<file path="src/pkg/pimen_pkg.sv">
// package for the pin interrupt mode and enable block
// assumes apb with 32-bit data, byte addresses of aligned words
package pimen_pkg;
    localparam int unsigned PIMEN_CHANNELS = 8;
    localparam logic [11:0] PIMEN_OFS_MODE = 12'h000;
    localparam logic [11:0] PIMEN_OFS_ENABLE = 12'h004;
    localparam logic [11:0] PIMEN_OFS_ENABLE_SET = 12'h008;
    localparam logic [11:0] PIMEN_OFS_ENABLE_CLEAR = 12'h00c;
    localparam logic [11:0] PIMEN_OFS_FALL_POL = 12'h010;
    localparam logic [11:0] PIMEN_OFS_RISE_DET = 12'h014;
    localparam logic [11:0] PIMEN_OFS_FALL_DET = 12'h018;
    localparam logic [11:0] PIMEN_OFS_IRQ_STATUS = 12'h01c;
    localparam logic [11:0] PIMEN_OFS_IRQ_MASK = 12'h020;
    localparam logic [7:0] PIMEN_RST_MODE = 8'h00;
    localparam logic [7:0] PIMEN_RST_ENABLE = 8'h00;
    localparam logic [7:0] PIMEN_RST_FALL_POL = 8'h00;
    localparam logic [7:0] PIMEN_RST_DET = 8'h00;
    localparam logic [7:0] PIMEN_RST_MASK = 8'h00;
    localparam logic [1:0] PIMEN_SYNC_STAGES = 2'd2;

    // apb request seen by the slave
    typedef struct packed {
        logic sel;
        logic enable;
        logic write;
        logic [11:0] addr;
        logic [31:0] wdata;
    } pimen_apb_req_t;

    // per-channel configuration bundle
    typedef struct packed {
        logic [7:0] mode;
        logic [7:0] enable;
        logic [7:0] fall_pol;
    } pimen_cfg_t;
endpackage

</file>
<file path="src/verilog/pimen_chan.sv">
// one pin interrupt channel: edge record and request forming
// assumes the pin is already synchronised to core_clk
module pimen_chan (
    input wire logic core_clk,
    input wire logic rst_n,
    input wire logic pin,
    input wire logic mode,
    input wire logic enable,
    input wire logic fall_pol,
    input wire logic rise_clr,
    input wire logic fall_clr,
    output logic rise_det,
    output logic fall_det,
    output logic req
);
    logic pin_d;

    // previous pin sample for edge detection
    always_ff @(posedge core_clk or negedge rst_n) begin
        if (!rst_n) begin
            pin_d <= 1'b0;
        end else begin
            pin_d <= pin;
        end
    end

    // edges recorded regardless of enables; new edge beats clear
    always_ff @(posedge core_clk or negedge rst_n) begin
        if (!rst_n) begin
            rise_det <= 1'b0;
            fall_det <= 1'b0;
        end else begin
            rise_det <= (pin & ~pin_d) | (rise_det & ~rise_clr);
            fall_det <= (~pin & pin_d) | (fall_det & ~fall_clr);
        end
    end

    // edge mode: enabled records; level mode: pin against active level
    always_comb begin
        if (mode) begin
            req = enable & (pin == fall_pol);
        end else begin
            req = (enable & rise_det) | (fall_pol & fall_det);
        end
    end
endmodule

</file>
<file path="src/verilog/pimen_top.sv">
// top of the pin interrupt mode and enable block, apb slave
// assumes pins arrive asynchronously from the pin selector
module pimen_top (
    input wire logic core_clk,
    input wire logic resetn,
    input wire logic psel,
    input wire logic penable,
    input wire logic pwrite,
    input wire logic [11:0] paddr,
    input wire logic [31:0] pwdata,
    output logic [31:0] prdata,
    output logic pready,
    output logic pslverr,
    input wire logic [7:0] pin_selector_n,
    output logic [7:0] chan_irq,
    output logic irq
);
    // ****************************************
    // reset and pin synchronisation
    // ****************************************
    logic [1:0] rst_sync;
    logic rst_n;
    logic [7:0] pin_meta;
    logic [7:0] pin_sync;

    // two-flop reset release
    always_ff @(posedge core_clk or negedge resetn) begin
        if (!resetn) begin
            rst_sync <= 2'b00;
        end else begin
            rst_sync <= {rst_sync[0], 1'b1};
        end
    end
    assign rst_n = rst_sync[1];

    // two-flop pin synchroniser
    always_ff @(posedge core_clk or negedge rst_n) begin
        if (!rst_n) begin
            pin_meta <= 8'h00;
            pin_sync <= 8'h00;
        end else begin
            pin_meta <= pin_selector_n;
            pin_sync <= pin_meta;
        end
    end

    // ****************************************
    // apb decode
    // ****************************************
    pimen_pkg::pimen_apb_req_t req;
    pimen_pkg::pimen_cfg_t cfg;
    // one register per configuration field, so that each has a single driver
    logic [7:0] sensitivity_bits;
    logic [7:0] rise_level_enable_bits;
    logic [7:0] fall_pol_bits;
    logic access;
    logic wr;
    logic [7:0] wbits;
    logic hit;
    logic [7:0] rise_det;
    logic [7:0] fall_det;
    logic [7:0] chan_req;
    logic [7:0] rise_clr;
    logic [7:0] fall_clr;
    logic [7:0] irq_status;
    logic [7:0] irq_mask;
    logic [7:0] req_d;
    logic [31:0] next_prdata;
    logic next_slverr;

    // request bundle and access strobe
    assign req = '{sel: psel, enable: penable, write: pwrite, addr: paddr, wdata: pwdata};
    assign access = req.sel & req.enable & pready;
    assign wr = access & req.write;
    assign wbits = req.wdata[7:0]; // upper bits reserved

    // address hit check
    always_comb begin
        case (req.addr)
            pimen_pkg::PIMEN_OFS_MODE,
            pimen_pkg::PIMEN_OFS_ENABLE,
            pimen_pkg::PIMEN_OFS_ENABLE_SET,
            pimen_pkg::PIMEN_OFS_ENABLE_CLEAR,
            pimen_pkg::PIMEN_OFS_FALL_POL,
            pimen_pkg::PIMEN_OFS_RISE_DET,
            pimen_pkg::PIMEN_OFS_FALL_DET,
            pimen_pkg::PIMEN_OFS_IRQ_STATUS,
            pimen_pkg::PIMEN_OFS_IRQ_MASK: hit = 1'b1;
            default: hit = 1'b0;
        endcase
    end

    // ****************************************
    // configuration registers
    // ****************************************
    // mode register
    // a change of mode takes effect as soon as it is written; no record is cleared by it,
    // so software should clear stale edge records after switching to edge mode
    always_ff @(posedge core_clk or negedge rst_n) begin
        if (!rst_n) begin
            sensitivity_bits <= pimen_pkg::PIMEN_RST_MODE;
        end else if (wr && req.addr == pimen_pkg::PIMEN_OFS_MODE) begin
            sensitivity_bits <= wbits;
        end
    end

    // enable register with set and clear aliases
    // the aliases let software change single channels without a read-modify-write,
    // which would race against another agent touching other channels
    always_ff @(posedge core_clk or negedge rst_n) begin
        if (!rst_n) begin
            rise_level_enable_bits <= pimen_pkg::PIMEN_RST_ENABLE;
        end else if (wr) begin
            case (req.addr)
                pimen_pkg::PIMEN_OFS_ENABLE: begin
                    rise_level_enable_bits <= wbits;
                end
                pimen_pkg::PIMEN_OFS_ENABLE_SET: begin
                    rise_level_enable_bits <= rise_level_enable_bits | wbits;
                end
                pimen_pkg::PIMEN_OFS_ENABLE_CLEAR: begin
                    rise_level_enable_bits <= rise_level_enable_bits & ~wbits;
                end
                default: begin
                    rise_level_enable_bits <= rise_level_enable_bits;
                end
            endcase
        end
    end

    // falling edge enable or active level
    // one bit serves both meanings; the mode bit decides which one applies
    always_ff @(posedge core_clk or negedge rst_n) begin
        if (!rst_n) begin
            fall_pol_bits <= pimen_pkg::PIMEN_RST_FALL_POL;
        end else if (wr && req.addr == pimen_pkg::PIMEN_OFS_FALL_POL) begin
            fall_pol_bits <= wbits;
        end
    end

    // configuration bundle handed to the channels
    assign cfg = '{mode: sensitivity_bits, enable: rise_level_enable_bits,
        fall_pol: fall_pol_bits};

    // write-one-to-clear strobes for edge records
    assign rise_clr = (wr && req.addr == pimen_pkg::PIMEN_OFS_RISE_DET) ? wbits : 8'h00;
    assign fall_clr = (wr && req.addr == pimen_pkg::PIMEN_OFS_FALL_DET) ? wbits : 8'h00;

    // ****************************************
    // channels
    // ****************************************
    genvar gi;
    generate
        for (gi = 0; gi < pimen_pkg::PIMEN_CHANNELS; gi++) begin : g_chan
            pimen_chan u_chan (
                .core_clk(core_clk),
                .rst_n(rst_n),
                .pin(pin_sync[gi]),
                .mode(cfg.mode[gi]),
                .enable(cfg.enable[gi]),
                .fall_pol(cfg.fall_pol[gi]),
                .rise_clr(rise_clr[gi]),
                .fall_clr(fall_clr[gi]),
                .rise_det(rise_det[gi]),
                .fall_det(fall_det[gi]),
                .req(chan_req[gi])
            );
        end
    endgenerate

    // registered per-channel request outputs
    always_ff @(posedge core_clk or negedge rst_n) begin
        if (!rst_n) begin
            chan_irq <= 8'h00;
            req_d <= 8'h00;
        end else begin
            chan_irq <= chan_req;
            req_d <= chan_req;
        end
    end

    // ****************************************
    // interrupt status and mask
    // ****************************************
    // sticky status on request rise; set beats write-one clear
    always_ff @(posedge core_clk or negedge rst_n) begin
        if (!rst_n) begin
            irq_status <= pimen_pkg::PIMEN_RST_DET;
        end else begin
            irq_status <= (chan_req & ~req_d) | (irq_status &
                ~((wr && req.addr == pimen_pkg::PIMEN_OFS_IRQ_STATUS) ? wbits : 8'h00));
        end
    end

    // mask register
    always_ff @(posedge core_clk or negedge rst_n) begin
        if (!rst_n) begin
            irq_mask <= pimen_pkg::PIMEN_RST_MASK;
        end else if (wr && req.addr == pimen_pkg::PIMEN_OFS_IRQ_MASK) begin
            irq_mask <= wbits;
        end
    end

    // combined level interrupt
    always_ff @(posedge core_clk or negedge rst_n) begin
        if (!rst_n) begin
            irq <= 1'b0;
        end else begin
            irq <= |(irq_status & irq_mask);
        end
    end

    // ****************************************
    // apb answer
    // ****************************************
    // read mux; write-only aliases read zero
    always_comb begin
        next_prdata = 32'h0000_0000;
        case (req.addr)
            pimen_pkg::PIMEN_OFS_MODE: next_prdata[7:0] = cfg.mode;
            pimen_pkg::PIMEN_OFS_ENABLE: next_prdata[7:0] = cfg.enable;
            pimen_pkg::PIMEN_OFS_FALL_POL: next_prdata[7:0] = cfg.fall_pol;
            pimen_pkg::PIMEN_OFS_RISE_DET: next_prdata[7:0] = rise_det;
            pimen_pkg::PIMEN_OFS_FALL_DET: next_prdata[7:0] = fall_det;
            pimen_pkg::PIMEN_OFS_IRQ_STATUS: next_prdata[7:0] = irq_status;
            pimen_pkg::PIMEN_OFS_IRQ_MASK: next_prdata[7:0] = irq_mask;
            default: next_prdata = 32'h0000_0000;
        endcase
        next_slverr = ~hit;
    end

    // one wait state: pready high in the second access cycle
    always_ff @(posedge core_clk or negedge rst_n) begin
        if (!rst_n) begin
            pready <= 1'b0;
            prdata <= 32'h0000_0000;
            pslverr <= 1'b0;
        end else begin
            pready <= req.sel & req.enable & ~pready;
            prdata <= (req.sel & req.enable & ~pready & ~req.write) ? next_prdata : 32'h0000_0000;
            pslverr <= req.sel & req.enable & ~pready & next_slverr;
        end
    end
endmodule

</file>
<file path="config.mk">
export PLATFORM = sky130hd
export DESIGN_NAME = pimen_top
export DESIGN_NICKNAME = d
export VERILOG_FILES = /design/src/pkg/pimen_pkg.sv /design/src/verilog/pimen_chan.sv /design/src/verilog/pimen_top.sv
export SDC_FILE = /design/constraint.sdc
export NUM_CORES = 1
export LEC_CHECK = 0
export ABC_AREA = 1
export BUFFER_PORTS_ARGS = -buffer_cell sky130_fd_sc_hd__buf_4
export CORE_MARGIN = 4
export CORE_UTILIZATION = 50
export CTS_CLUSTER_SIZE = 40
export DETAILED_ROUTE_END_ITERATION = 6
export GPL_TIMING_DRIVEN = 1
export PLACE_DENSITY_LB_ADDON = 0.05
export SLEW_MARGIN = 20
export SYNTH_ARGS = -nofsm -noshare
export SYNTH_HDL_FRONTEND = slang
export SYNTH_SLANG_ARGS = --single-unit
</file>
<file path="constraint.sdc">
create_clock -name core_clk -period 3.6 [get_ports core_clk]
set_input_delay 0.18 -clock core_clk [delete_from_list [all_inputs] [get_ports core_clk]]
set_output_delay 0.18 -clock core_clk [all_outputs]
set_load 0.02 [all_outputs]
</file>
# Yosys cells after proc, flatten, opt, wreduce, memory -nomap -nowiden
# Cells that the tools add are included.
# word_totals
regBits	101
output_inout_bits	43
wordCells	209
# op_classes
eq_ne	16
n_mux	15
n_bitwise	130
reduce_logical	11
# op_table
cell	count
1-bit bitwise AND	62
8-bit one-hot mux with 7 select lines	1
12-bit by 5-bit == test with 1-bit output (second input constant)	4
1-bit inverter	35
8-bit bitwise AND	4
8-bit two-way mux	4
12-bit by 4-bit == test with 1-bit output (second input constant)	2
8-bit inverter	3
1-bit OR	24
8-bit one-hot mux with 3 select lines	1
8-bit OR	2
12-bit by 3-bit == test with 1-bit output (second input constant)	1
12-bit by 6-bit == test with 1-bit output (second input constant)	1
12-bit zero test	1
1-bit two-way mux	9
9-bit OR reduction	1
1-bit == test	8
8-bit OR reduction	1
1-bit logical AND	6
3-bit nonzero test	1
2-bit AND reduction	1

# Logic depth before layout (Yosys ltp)
# depth
depth_word	8
mapped_depth	11
depth_no_buf	10

# Modules after synthesis
# Synthesis repeated with hierarchy kept, for this count alone.
# unflattened
cells_unflattened	594
hier_area_um2	4993.5
# modules_own_cells
module	instances	cells_per_inst	area_each_um2
pimen_top	1	426	3812.4
pimen_chan	8	21	147.6

# Worst setup path before layout
# Ideal clock, no wire load.
# synth_timing
path_type	reg-to-reg
from	register pready
to	register irq_mask[6]
setup_time_ns	0.123
arrival_ns	1.239
required_ns	3.477
path_slack_ns	2.238
path_stages_with_launch	7
path_buffers	1
period_less_slack_ns	1.362
path_cell_list	dfrtp_1 -> nand4_1 -> inv_2 -> nand3_2 -> buf_2 -> nand2_1 -> o21ai_1
# synth_via
elab_chain_len	3
# synth_rtl
item	line	source
start, declared	pimen_top.sv:12	output logic pready,
start signal, assigned	pimen_top.sv:239	pready <= req.sel & req.enable & ~pready;
1-bit bitwise AND	pimen_top.sv:73	assign access = req.sel & req.enable & pready;
1-bit bitwise AND	pimen_top.sv:74	assign wr = access & req.write;
1-bit logical AND	pimen_top.sv:199	end else if (wr && req.addr == pimen_pkg::PIMEN_OFS_IRQ_MASK) begin
end signal, assigned	pimen_top.sv:198	irq_mask <= pimen_pkg::PIMEN_RST_MASK;
end signal, assigned	pimen_top.sv:200	irq_mask <= wbits;
end, declared	pimen_top.sv:66	logic [7:0] irq_mask;
# Every way passes these cells.
# A chain may end at the register's enable or synchronous reset.

# Worst setup path in the final report
# layout_timing
from	input paddr[3]
to	register irq_mask[0]
# layout_via
elab_chain_len	2
# layout_rtl
item	line	source
start, declared	pimen_top.sv:9	input wire logic [11:0] paddr,
12-bit by 6-bit == test with 1-bit output	pimen_top.sv:199	
1-bit logical AND	pimen_top.sv:199	
# Every way passes these cells.

==> flow_summary.toml <==
[run_status]
status = "finished clean"

[pwr]
internal_power_mw = 1.54
p_seq_share_pct = 56.8
swShare_pct = 24.9
ir_drop_mv = 0.231
p_sw_mw = 0.511
pwr-share-clk_pct = 37.1
comb_power_share_pct = 6.1
p_leak_nw = 2.64
power_density_nw_per_um2 = 373

[critical_path]
cp.arrival_ns = 1.92
critical_path_class = "in2reg"
cp_max_fo = 30
end_kind = "flop"
timing.rr.end = "g_chan[5].u_chan.fall_det"
start_kind = "primary input"
reg2reg_slack_ns = 2.07
crit_required_ns = 3.85
rr_worst_depth = 5
regToRegStartpoint = "pready"

[synthesis]
synth_edf_count = 0
netlist_top_cells_area = "dfrtp_1, nand2_1, nand3_1"
yosysTopAreaCellShare_pct = 52.3
synth_most_common_cell = "nand2_1"
synth.distinct_cells = 27
syn-cell-area_um2 = 4830
yosysSeqAreaShare_pct = 52.3
avgSynthCellArea_um2 = 8.69
yosysTopAreaCell = "dfrtp_1"
ys.flop_type = "dfrtp_1"
async_reset_ff_share_pct = 100
ys_ff_latch = 101
synth_cells = 556
ys_warn_count = 0
ys_top_cells_by_count = "nand2_1, dfrtp_1, nand3_1, inv_1, o21ai_0"

[drt]
final_antenna_net_count = 0
num_vias = 3865
drc = 0
drt_iter0_drc = 204
via_per_inst = 5.14
routed_wl_mm = 11.1
post_drt_wl_per_cell_um = 14.7
first_pass_iters = 5

[layout]
fin_nets = 675
drive_gt1_share_pct = 18.5
fill_cells = 823
multi_input_area_um2 = 1910
antenna_cells = 0
syn_to_final_growth_pct = 14.0
seq_area_um2 = 2530

[clocking]
cts.sinks = 101
tritoncts = "built"
cts_hold_buffers = 9
postCtsResizedCells = 0
cts_htree_levels = 3
post-cts-setup-buffer-count = 0
cts.path.max_buffers = 2
numCtsBuffers = 9
cts_root_buf = "clkbuf_8"
clk_pin_slew_worst_paths_ns = 0.10
clk_latency_ns = 0.37

[floorplanning]
core_area_um2 = 9330
die_x_um = 106
die_h_um = 106
initial_core_util_pct = 51.8
fp-row-count = 35
dieArea_um2 = 11300
io_pins = 100

[grt]
grt_use_met3_pct = 3.89
met1_usage_pct = 28.4
grt_pass1_wl_mm = 18.2
grt.met2_usage_pct = 33.6
grt.total_usage_pct = 20.5
antenna_found_initial = 0
grt-busiest-layer = "met2"
grt_max_degree = 56
grt_overflow = 0
grt_pass1_vias = 3667

[timing]
setup_viol = 0
tightestPinTransition_ns = 0.858
fin_setup_tns_ns = 0
fmax_ghz = 0.602
hold-worst-slack_ns = 0.0526
hold_viol = 0
finalCriticalPeriod_ns = 1.66
skew_ns = 0.00843
period_share_pct = 46.2
rsz0062_at_grt = "no"
worst_slack_ns = 1.94
drv_slew = 0
relSlewSlack_pct = 42.7

[place]
dpl.hpwl_mm = 7.33
gp_congestion = 0.802
io_buffers = 51
post-place-ws_ns = 1.57

[hold_path]
min_path_cells = 3
hp-start = "pwdata[0]"
worstHoldEndpoint = "rise_level_enable_bits[0]"
hold_path.class = "in2reg"

[run]
max_cap_violations = 0
## power groups by stage
| stage | Combinational [mW] | Clock, mW | Sequential, mW |
|---|---|---|---|
| 2_1_floorplan | 0.0811 | 0 | 1.20 |
| 3_3_place_gp | 0.116 | 0 | 1.19 |
| 3_5_place_dp | 0.118 | 0 | 1.19 |
| 4_1_cts | 0.126 | 0.776 | 1.17 |
| 5_1_grt | 0.139 | 0.825 | 1.17 |
| 6_report | 0.125 | 0.762 | 1.17 |
## kinds of logic (layout without fill, tap and decap cells)
family,after synthesis,after routing,share of synthesized area (%)
simple gates,281,281,28.0
flops,101,101,52.3
buf+inv,87,131,9.92
compound gates,82,82,9.07
xor+xnor,3,3,0.544
other cells,2,25,0.155
## area by class of cell
cell class / count / area share [%]
multi-input cells: 391 / 34.7
well taps: 129 / 2.93
clock inverters: 5 / 1.23
inverters: 52 / 3.63
clock buffers: 11 / 2.57
flip-flops and latches: 101 / 46.0
repair buffers: 63 / 9.00
## critical path: stages
cell	delay, ns
buf_4	0.12
inv_1	0.10
nand2_1	0.10
nor2_4	0.66
nand3_2	0.50
nand2_1	0.18
o21ai_1	0.08
## metrics by stage
| step | total power, mW | cells | cell area (µm²) | utilization, % |
|---|---|---|---|---|
| after floorplan | 1.28 | 579 | 4920 | - |
| after global placement | 1.31 | 727 | 5210 | 55.8 |
| after detailed placement | 1.31 | 727 | 5210 | 55.8 |
| after CTS | 2.07 | 752 | 5510 | 59.0 |
| after global routing | 2.14 | 752 | 5510 | 59.0 |
| final | 2.06 | 752 | 5510 | 59.0 |
## layer usage
metal  share of wire, %  wire (µm)  up-vias
li1                   -          -     1877
met1                 45       5010     1870
met2                 48       5340      105
met3                5.6        623       13
met4                1.1        121        0
met5                  0          0        -
## worst max-delay path by stage
stage / from / end / slack, ns / depth (start not counted)
2_1_floorplan: rst_sync[1] / fall_pol_bits[0] / 0.58 / 0
3_3_place_gp: paddr[0] / irq_mask[2] / 1.62 / 7
3_5_place_dp: paddr[3] / irq_mask[0] / 1.57 / 7
4_1_cts: paddr[3] / irq_mask[0] / 1.97 / 7
5_1_grt: paddr[3] / irq_mask[1] / 1.84 / 6
6_report: paddr[3] / irq_mask[0] / 1.94 / 7
## sequential cells by signal, indices dropped and copies added (netlist names)
| signal | count |
|---|---|
| fall_pol_bits | 8 |
| g_chan.u_chan.fall_det | 8 |
| g_chan.u_chan.pin_d | 8 |
| g_chan.u_chan.rise_det | 8 |
| irq_mask | 8 |
| irq_status | 8 |
| pin_meta | 8 |
| pin_sync | 8 |
| prdata | 8 |
| req_d | 8 |
| rise_level_enable_bits | 8 |
| sensitivity_bits | 8 |
| rst_sync | 2 |
| irq | 1 |
| pready | 1 |
| pslverr | 1 |
## cell usage in the layout (no fill, tap or decap), types with 2 or more instances in the layout
cell / n
a221oi_1: 2
a22oi_1: 8
buf_4: 54
clkbuf_8: 10
clkinv_4: 3
conb_1: 25
dfrtp_1: 100
dlygate4sd3_1: 9
inv_1: 46
inv_2: 5
nand2_1: 137
nand2_2: 8
nand2_4: 3
nand3_1: 74
nand3_2: 2
nand3_4: 2
nor2_1: 28
nor2_2: 11
nor2_4: 6
nor2_8: 2
nor3_1: 2
o21ai_0: 40
o21ai_1: 32
or2_2: 5
xnor2_1: 3
(Power assumes the default switching activity.)
